`src/include/sla_pkg.sv`:
```
// constants, command encodings and register map of the shift and logic unit
package sla_pkg;
    // ------------------------------------------------------------
    // register map (byte addresses)
    // ------------------------------------------------------------
    localparam logic [7:0] ADR_ACC   = 8'h00;
    localparam logic [7:0] ADR_FLAGS = 8'h01;
    localparam logic [7:0] ADR_PORTA = 8'h02;
    localparam logic [7:0] ADR_IMM   = 8'h03;
    localparam logic [7:0] ADR_MIDX  = 8'h04;
    localparam logic [7:0] ADR_CMD   = 8'h05;
    localparam logic [3:0] ADR_MEM_HI = 4'h1;
    localparam int         MEM_DEPTH = 16;
    // ------------------------------------------------------------
    // flag positions and reset values
    // ------------------------------------------------------------
    localparam int         FLG_C  = 0;
    localparam int         FLG_Z  = 1;
    localparam int         FLG_AC = 2;
    localparam int         FLG_OV = 3;
    localparam logic [7:0] RST_BYTE  = 8'h00;
    localparam logic [3:0] RST_FLAGS = 4'h0;
    localparam logic [3:0] RST_IDX   = 4'h0;
    // ------------------------------------------------------------
    // command word fields
    // ------------------------------------------------------------
    localparam int CMD_OP_LSB  = 0;
    localparam int CMD_DST_LSB = 4;
    localparam int CMD_SRC_LSB = 6;
    typedef enum logic [3:0]
    {
        OP_NOP  = 4'h0,
        OP_SHR  = 4'h1,
        OP_RRC  = 4'h2,
        OP_SHL  = 4'h3,
        OP_RLC  = 4'h4,
        OP_SWAP = 4'h5,
        OP_AND  = 4'h6,
        OP_OR   = 4'h7,
        OP_XOR  = 4'h8
    } sla_op_e;
    typedef enum logic [1:0]
    {
        LOC_ACC = 2'h0,
        LOC_MEM = 2'h1,
        LOC_IO  = 2'h2,
        LOC_IMM = 2'h3
    } sla_loc_e;
endpackage

```
`src/include/sla_if.sv`:
```
// operand and result signals between the top and the operation unit
`timescale 1ns/10ps
`default_nettype none
interface sla_if;
    sla_pkg::sla_op_e op;
    logic [7:0]       opa;
    logic [7:0]       opb;
    logic             cin;
    logic [7:0]       res;
    logic             cout;
    logic             zero;
    logic             upd_c;
    logic             upd_z;
    modport core (output op, output opa, output opb, output cin,
                  input res, input cout, input zero, input upd_c, input upd_z);
    modport unit (input op, input opa, input opb, input cin,
                  output res, output cout, output zero, output upd_c, output upd_z);
endinterface
`default_nettype wire

```
`src/design/sla_unit.sv`:
```
// combinational result and flag-update generator
`timescale 1ns/10ps
`default_nettype none
module sla_unit
(
    sla_if.unit u
);
    // ------------------------------------------------------------
    // result and carry per operation
    // ------------------------------------------------------------
    always_comb
    begin
        u.res   = u.opa;
        u.cout  = u.cin;
        u.upd_c = 1'b0;
        u.upd_z = 1'b0;
        case (u.op)
            sla_pkg::OP_SHR:
            begin
                u.res   = {1'b0, u.opa[7:1]};
                u.cout  = u.opa[0];
                u.upd_c = 1'b1;
            end
            sla_pkg::OP_RRC:
            begin
                u.res   = {u.cin, u.opa[7:1]};
                u.cout  = u.opa[0];
                u.upd_c = 1'b1;
            end
            sla_pkg::OP_SHL:
            begin
                u.res   = {u.opa[6:0], 1'b0};
                u.cout  = u.opa[7];
                u.upd_c = 1'b1;
            end
            sla_pkg::OP_RLC:
            begin
                u.res   = {u.opa[6:0], u.cin};
                u.cout  = u.opa[7];
                u.upd_c = 1'b1;
            end
            sla_pkg::OP_SWAP:
                u.res = {u.opa[3:0], u.opa[7:4]};
            sla_pkg::OP_AND:
            begin
                u.res   = u.opa & u.opb;
                u.upd_z = 1'b1;
            end
            sla_pkg::OP_OR:
            begin
                u.res   = u.opa | u.opb;
                u.upd_z = 1'b1;
            end
            sla_pkg::OP_XOR:
            begin
                u.res   = u.opa ^ u.opb;
                u.upd_z = 1'b1;
            end
            default:
                u.res = u.opa;
        endcase
        u.zero = (u.res == 8'h00);
    end
endmodule
`default_nettype wire

```
`src/design/sla_top.sv`:
```
// shift, rotate, swap and bitwise logic datapath with register port
// ------------------------------------------------------------
// ------------------------------------------------------------
//
// The register offsets and the strobed register port were left to the implementer.
`timescale 1ns/10ps
`default_nettype none
module sla_top
(
    input  wire logic       sys_clk,
    input  wire logic       resetn,
    input  wire logic [7:0] reg_addr,
    input  wire logic [7:0] reg_wdata,
    input  wire logic       reg_wr,
    input  wire logic       reg_rd,
    output logic      [7:0] reg_rdata,
    output logic      [7:0] acc_out,
    output logic      [3:0] flags_out,
    output logic      [7:0] port_a_out
);
    // ------------------------------------------------------------
    // state
    // ------------------------------------------------------------
    typedef struct packed
    {
        logic [15:0][7:0] mem;
        logic [7:0]       acc;
        logic [7:0]       port_a_latch;
        logic [7:0]       imm;
        logic [3:0]       midx;
        logic [7:0]       cmd;
        logic             bit_out_reg;
        logic             result_null_flag;
        logic             half_borrow_bit;
        logic             signed_wrap_bit;
        logic [7:0]       rdata;
    } sla_state_s;

    sla_state_s st;
    sla_state_s next_st;
    sla_if      ui ();

    sla_unit u_unit
    (
        .u (ui.unit)
    );

    // ------------------------------------------------------------
    // command decode
    // ------------------------------------------------------------
    sla_pkg::sla_op_e  cmd_op;
    sla_pkg::sla_loc_e cmd_dst;
    sla_pkg::sla_loc_e cmd_src;
    logic              is_shift;
    logic              is_andor;
    logic              legal;
    logic              go;
    logic [7:0]        mem_byte;
    logic [7:0]        target;
    logic [3:0]        flag_vec;

    assign cmd_op   = sla_pkg::sla_op_e'(reg_wdata[sla_pkg::CMD_OP_LSB +: 4]);
    assign cmd_dst  = sla_pkg::sla_loc_e'(reg_wdata[sla_pkg::CMD_DST_LSB +: 2]);
    assign cmd_src  = sla_pkg::sla_loc_e'(reg_wdata[sla_pkg::CMD_SRC_LSB +: 2]);
    assign mem_byte = st.mem[st.midx];
    assign is_shift = (cmd_op == sla_pkg::OP_SHR) || (cmd_op == sla_pkg::OP_RRC)
                   || (cmd_op == sla_pkg::OP_SHL) || (cmd_op == sla_pkg::OP_RLC)
                   || (cmd_op == sla_pkg::OP_SWAP);
    assign is_andor = (cmd_op == sla_pkg::OP_AND) || (cmd_op == sla_pkg::OP_OR);

    // illegal combinations are dropped rather than guessed at
    always_comb
    begin
        legal = 1'b0;
        if (is_shift)
            legal = (cmd_dst == sla_pkg::LOC_ACC) || (cmd_dst == sla_pkg::LOC_MEM);
        else if (is_andor || (cmd_op == sla_pkg::OP_XOR))
        begin
            if (cmd_dst == sla_pkg::LOC_MEM)
                legal = 1'b1;
            else if (cmd_dst == sla_pkg::LOC_IO)
                legal = (cmd_op == sla_pkg::OP_XOR);
            else if (cmd_dst == sla_pkg::LOC_ACC)
                legal = (cmd_src == sla_pkg::LOC_IMM) || (cmd_src == sla_pkg::LOC_MEM)
                     || ((cmd_src == sla_pkg::LOC_IO) && !is_andor);
        end
    end

    assign go = reg_wr && (reg_addr == sla_pkg::ADR_CMD) && legal;

    // ------------------------------------------------------------
    // operand selection
    // ------------------------------------------------------------
    always_comb
    begin
        target = st.acc;
        if (cmd_dst == sla_pkg::LOC_MEM)
            target = mem_byte;
        else if (cmd_dst == sla_pkg::LOC_IO)
            target = st.port_a_latch;
        ui.op  = go ? cmd_op : sla_pkg::OP_NOP;
        ui.cin = st.bit_out_reg;
        ui.opa = is_shift ? target : st.acc;
        if (cmd_dst != sla_pkg::LOC_ACC)
            ui.opb = target;
        else if (cmd_src == sla_pkg::LOC_MEM)
            ui.opb = mem_byte;
        else if (cmd_src == sla_pkg::LOC_IO)
            ui.opb = st.port_a_latch;
        else
            ui.opb = st.imm;
    end

    // ------------------------------------------------------------
    // next state: register port and execution
    // ------------------------------------------------------------
    always_comb
    begin
        next_st       = st;
        next_st.rdata = 8'h00;
        if (reg_rd)
        begin
            if (reg_addr == sla_pkg::ADR_ACC)
                next_st.rdata = st.acc;
            else if (reg_addr == sla_pkg::ADR_FLAGS)
                next_st.rdata = {4'h0, flag_vec};
            else if (reg_addr == sla_pkg::ADR_PORTA)
                next_st.rdata = st.port_a_latch;
            else if (reg_addr == sla_pkg::ADR_IMM)
                next_st.rdata = st.imm;
            else if (reg_addr == sla_pkg::ADR_MIDX)
                next_st.rdata = {4'h0, st.midx};
            else if (reg_addr == sla_pkg::ADR_CMD)
                next_st.rdata = st.cmd;
            else if (reg_addr[7:4] == sla_pkg::ADR_MEM_HI)
                next_st.rdata = st.mem[reg_addr[3:0]];
        end
        if (reg_wr)
        begin
            if (reg_addr == sla_pkg::ADR_ACC)
                next_st.acc = reg_wdata;
            else if (reg_addr == sla_pkg::ADR_FLAGS)
            begin
                next_st.bit_out_reg      = reg_wdata[sla_pkg::FLG_C];
                next_st.result_null_flag = reg_wdata[sla_pkg::FLG_Z];
                next_st.half_borrow_bit  = reg_wdata[sla_pkg::FLG_AC];
                next_st.signed_wrap_bit  = reg_wdata[sla_pkg::FLG_OV];
            end
            else if (reg_addr == sla_pkg::ADR_PORTA)
                next_st.port_a_latch = reg_wdata;
            else if (reg_addr == sla_pkg::ADR_IMM)
                next_st.imm = reg_wdata;
            else if (reg_addr == sla_pkg::ADR_MIDX)
                next_st.midx = reg_wdata[3:0];
            else if (reg_addr == sla_pkg::ADR_CMD)
                next_st.cmd = reg_wdata;
            else if (reg_addr[7:4] == sla_pkg::ADR_MEM_HI)
                next_st.mem[reg_addr[3:0]] = reg_wdata;
        end
        if (go)
        begin
            // result goes back where the destination field points
            if (cmd_dst == sla_pkg::LOC_MEM)
                next_st.mem[st.midx] = ui.res;
            else if (cmd_dst == sla_pkg::LOC_IO)
                next_st.port_a_latch = ui.res;
            else
                next_st.acc = ui.res;
            if (ui.upd_c)
                next_st.bit_out_reg = ui.cout;
            // xor into the port must leave the zero flag alone
            if (ui.upd_z && (cmd_dst != sla_pkg::LOC_IO))
                next_st.result_null_flag = ui.zero;
        end
    end

    always_ff @(posedge sys_clk)
    begin
        if (!resetn)
        begin
            st                  <= '0;
            st.acc              <= sla_pkg::RST_BYTE;
            st.port_a_latch     <= sla_pkg::RST_BYTE;
            st.imm              <= sla_pkg::RST_BYTE;
            st.cmd              <= sla_pkg::RST_BYTE;
            st.rdata            <= sla_pkg::RST_BYTE;
            st.midx             <= sla_pkg::RST_IDX;
            {st.signed_wrap_bit, st.half_borrow_bit,
             st.result_null_flag, st.bit_out_reg} <= sla_pkg::RST_FLAGS;
        end
        else
            st <= next_st;
    end

    always_comb
    begin
        flag_vec                  = 4'h0;
        flag_vec[sla_pkg::FLG_C]  = st.bit_out_reg;
        flag_vec[sla_pkg::FLG_Z]  = st.result_null_flag;
        flag_vec[sla_pkg::FLG_AC] = st.half_borrow_bit;
        flag_vec[sla_pkg::FLG_OV] = st.signed_wrap_bit;
    end

    // outputs come straight from the state flip-flops
    assign reg_rdata  = st.rdata;
    assign acc_out    = st.acc;
    assign flags_out  = flag_vec;
    assign port_a_out = st.port_a_latch;
endmodule
`default_nettype wire

```
`config.mk`:
```
export PLATFORM = sky130hd
export DESIGN_NAME = sla_top
export DESIGN_NICKNAME = d
export VERILOG_FILES = /design/src/include/sla_pkg.sv /design/src/include/sla_if.sv /design/src/design/sla_unit.sv /design/src/design/sla_top.sv
export SDC_FILE = /design/constraint.sdc
export NUM_CORES = 1
export LEC_CHECK = 0
export BUFFER_PORTS_ARGS = -buffer_cell sky130_fd_sc_hd__buf_2
export CAP_MARGIN = 5
export CORE_MARGIN = 2
export CORE_UTILIZATION = 35
export CTS_BUF_LIST = sky130_fd_sc_hd__clkbuf_4 sky130_fd_sc_hd__clkbuf_8
export DETAILED_ROUTE_END_ITERATION = 10
export GPL_ROUTABILITY_DRIVEN = 0
export HOLD_SLACK_MARGIN = 0.15
export PLACE_DENSITY_LB_ADDON = 0.15
export SLEW_MARGIN = 40
export SYNTH_ARGS = -nofsm -noshare
export SYNTH_HDL_FRONTEND = slang
export SYNTH_SLANG_ARGS = --single-unit
```
`constraint.sdc`:
```
create_clock -name sys_clk -period 9.6 [get_ports sys_clk]
set_input_delay 0.96 -clock sys_clk [delete_from_list [all_inputs] [get_ports sys_clk]]
set_output_delay 0.96 -clock sys_clk [all_outputs]
set_load 0.03 [all_outputs]
```
==> results by group <==
Timing
  • Pin slew with the least headroom to its limit: 877.9 ps
  • Minimum clock period: 4783 ps
  • Max-slew headroom: 41.33%
  • Final setup viols: 0
  • Fin crit share: 49.82%
  • Sum Neg Setup Slack: 0 ps
  • Final hold vios: 0
  • Slew Limit Fails: 0
  • Layout Skew: 24.20 ps
  • Fmax: 209.1 MHz
  • RSZ-0062 raised after global routing: false

Detailed routing
  • Drt first pass iters: 5
  • Final ANT Viol Nets: 0
  • First-iteration detailed-routing DRC count: 1198
  • Via-to-Cell Ratio: 6.397
  • Routed wire length per instance: 28.21 µm
  • Vias: 11740
  • WL final: 51800 µm
  • Drc violations: 0

Placed design
  • IO Port Bufs: 47
  • Hpwl dp: 33960 µm
  • Placed Instances: 1803

Synth
  • Synth Flop Type: dfxtp_1
  • Asr flop ratio synth: 0%
  • Count leader, synth: dfxtp_1
  • Register area share after synthesis: 27.99%
  • Post-synth top cells: dfxtp_1 (176), nand2_1 (157), nor2_1 (141), mux2i_1 (139), clkbuf_1 (91)
  • Post-synth design cell area: 12590 µm²
  • Synth Instances: 1434
  • Post-synth EDFFs: 0
  • Flop and latch count out of synthesis: 176
  • Top cell type by total area after synthesis: dfxtp_1
  • Post-synth net total: 1470
  • Syn Area/Cell: 8.777 µm²
  • Top cells by area, synth: dfxtp_1 (28%), mux2i_1 (11%), mux4_2 (9.8%)
  • Synth unique cells: 83
  • Synth warn: 0
  • Area share of the largest cell type after synthesis: 27.99%

Critical path
  • Reg2Reg Depth: 16
  • Worst Setup End Kind: flip-flop
  • FF-to-FF Start: st[22]
  • Critical path arrival: 5210 ps
  • CP Data Required Time: 10020 ps
  • Worst-path cell with the longest stage delay: mux4_1
  • Flop2flop setup slack: 4820 ps
  • CP most frequent cell: a211oi_1
  • Crit start category: flip-flop
  • CP Max Fanout: 38
  • CP peak stage delay: 640 ps
  • WP buf/inv: 2
  • Delay-heaviest family, CP: compound AO/OA/AOI/OAI gates
  • Worst R2R End: flags_out[1]
  • Setup Crit Path Kind: reg -> reg
  • CP cell instances: buf_4, mux4_1, a22o_1, nor2_1, o22ai_1, a211oi_1, a21oi_1, ha_1, inv_1, mux2i_1, a22oi_1, o211ai_1, a211oi_1, nand4_1, a2111o_1, o31ai_2

Die
  • Core Area: 35480 µm²
  • DIE WIDTH: 193.6 µm
  • Initial Utilization: 35.47%
  • Std-Cell Rows: 69
  • I/O pins: 48
  • Die Y: 193.6 µm
  • Die Footprint: 37490 µm²

Global route
  • Pin count of the biggest net entering global routing: 93
  • Total GRT Usage: 27.27%
  • Initial antenna violation count: 1
  • Vias in the first global route: 11150
  • First-pass GRT wire length: 76730 µm
  • Total gr overflow: 0

Cells and area
  • Area growth, synth to finish: 6.164%
  • Share of cells above drive strength 1: 16.45%
  • Number of fill cells: 3595
  • Final std cells w/o fill: 1836
  • Nets: 1397

CTS
  • Clock-pin slew on the worst setup and hold paths: 110 ps
  • Hold buffers post-CTS: 0
  • Setup Fix Bufs, Post-CTS: 0
  • Clock H-tree levels: 4
  • CTS Buffer Depth: 2
  • Post-CTS resize count: 0
  • CTS tree: built
  • Num CTS Buffers: 17
  • Clock root cell: clkbuf_8
  • Clk_lat worst skew: 500 ps
  • Sink Count: 176

Power and ir drop
  • PD cells: 110.0 nW/µm²
  • VDD IR-drop max: 0.00008106 V
  • Lkg Pwr: 5.643 nW

Hold path
  • Hold depth: 2
  • HP Class: reg -> reg
  • Hold wc startpoint: st[133]
  • Hold Path End: st[133]

Flow run
  • Maxcap violations: 0

Outcome
  • Status: completed
kinds of logic after synthesis:
group / count (synthesis) / synth area share (%)
adders and majority gates: 16 / 1.591
muxes: 217 / 23.55
xor gates and xnor gates: 1 / 0.06960
buffers and inverters: 197 / 7.466
and+or+nand+nor: 485 / 18.01
DFF: 176 / 27.99
AOI/OAI and AO/OA: 342 / 21.31
cell type report:
| cell class | count | area, µm² | area share (%) |
|---|---|---|---|
| Timing Repair Buffer | 76 | 467.9 | 3.502 |
| Sequential cell | 176 | 3527 | 26.40 |
| Tap cell | 461 | 576.8 | 4.317 |
| Clock inverter | 12 | 150.1 | 1.124 |
| Clock buffer | 20 | 275.3 | 2.060 |
| Inverter | 29 | 111.4 | 0.8334 |
| Antenna cell | 1 | 2.502 | 0.01873 |
| Multi-Input combinational cell | 1061 | 8250 | 61.75 |
tightest hold or removal path: cells and delay by family, from the launching register on:
family,cells,cell delay (ps)
AOI/OAI and AO/OA,1,80
DFF,1,330
and+or+nand+nor,1,60
metrics by stage:
step	power [mW]	hold slack, ps	instance area (µm²)	setup slack (ps)	utilization (%)
2_1_floorplan	0.8512	450.4	12590	5402	-
3_3_place_gp	0.9000	468.9	12810	4388	36.10
3_5_place_dp	0.9015	482.9	12920	4616	36.40
4_1_cts	1.474	508.3	13340	4883	37.60
5_1_grt	1.515	527.2	13360	4559	37.65
6_report	1.469	510.9	13360	4817	37.66
worst max-delay path by stage:
stage,from,slack [ps],cells after the start,to
after floorplan,reg_wdata[4],5400,14,st[106]
after global placement,reg_wdata[4],4390,17,st[109]
after detailed placement,reg_wdata[4],4620,17,flags_out[1]
after CTS,st[22],4880,16,flags_out[1]
after global routing,st[22],4560,16,flags_out[1]
final,st[22],4820,16,flags_out[1]
power by group:
group,internal [mW],switching [mW]
clock network,0.258,0.322
logic,0.0418,0.115
registers,0.731,0.00114
total,1.03,0.439
sequential cells by signal, summed over array words and instances (netlist names):
register	cells
acc_out	8
flags_out	3
port_a_out	8
reg_rdata	8
st	148
ui.cin	1
placed cells by master, fill, tap and decap left out, drive strengths merged, types with 11 or more instances in the layout:
master | synthesis | routed
buf | 77 | 76
nand3 | 74 | 74
dfxtp | 176 | 176
mux2 | 18 | 18
a22oi | 18 | 18
nor3 | 13 | 13
nor2b | 30 | 30
nor2 | 141 | 141
a21oi | 56 | 56
a311oi | 26 | 26
nand2 | 157 | 157
o211a | 54 | 54
clkbuf | 91 | 20
o22ai | 11 | 11
mux2i | 139 | 139
ha | 16 | 16
mux4 | 60 | 60
a211oi | 72 | 72
inv | 28 | 32
nand2b | 11 | 11
o21ai | 22 | 22
layer usage:
metal	part of all wire (%)	vias to the layer above	GRT usage [%]
li1	-	5183	-
met1	41	5789	35.60
met2	44	600	41.32
met3	8.6	172	6.645
met4	5.9	0	15.18
met5	0	-	0
(Power assumes the default switching activity.)
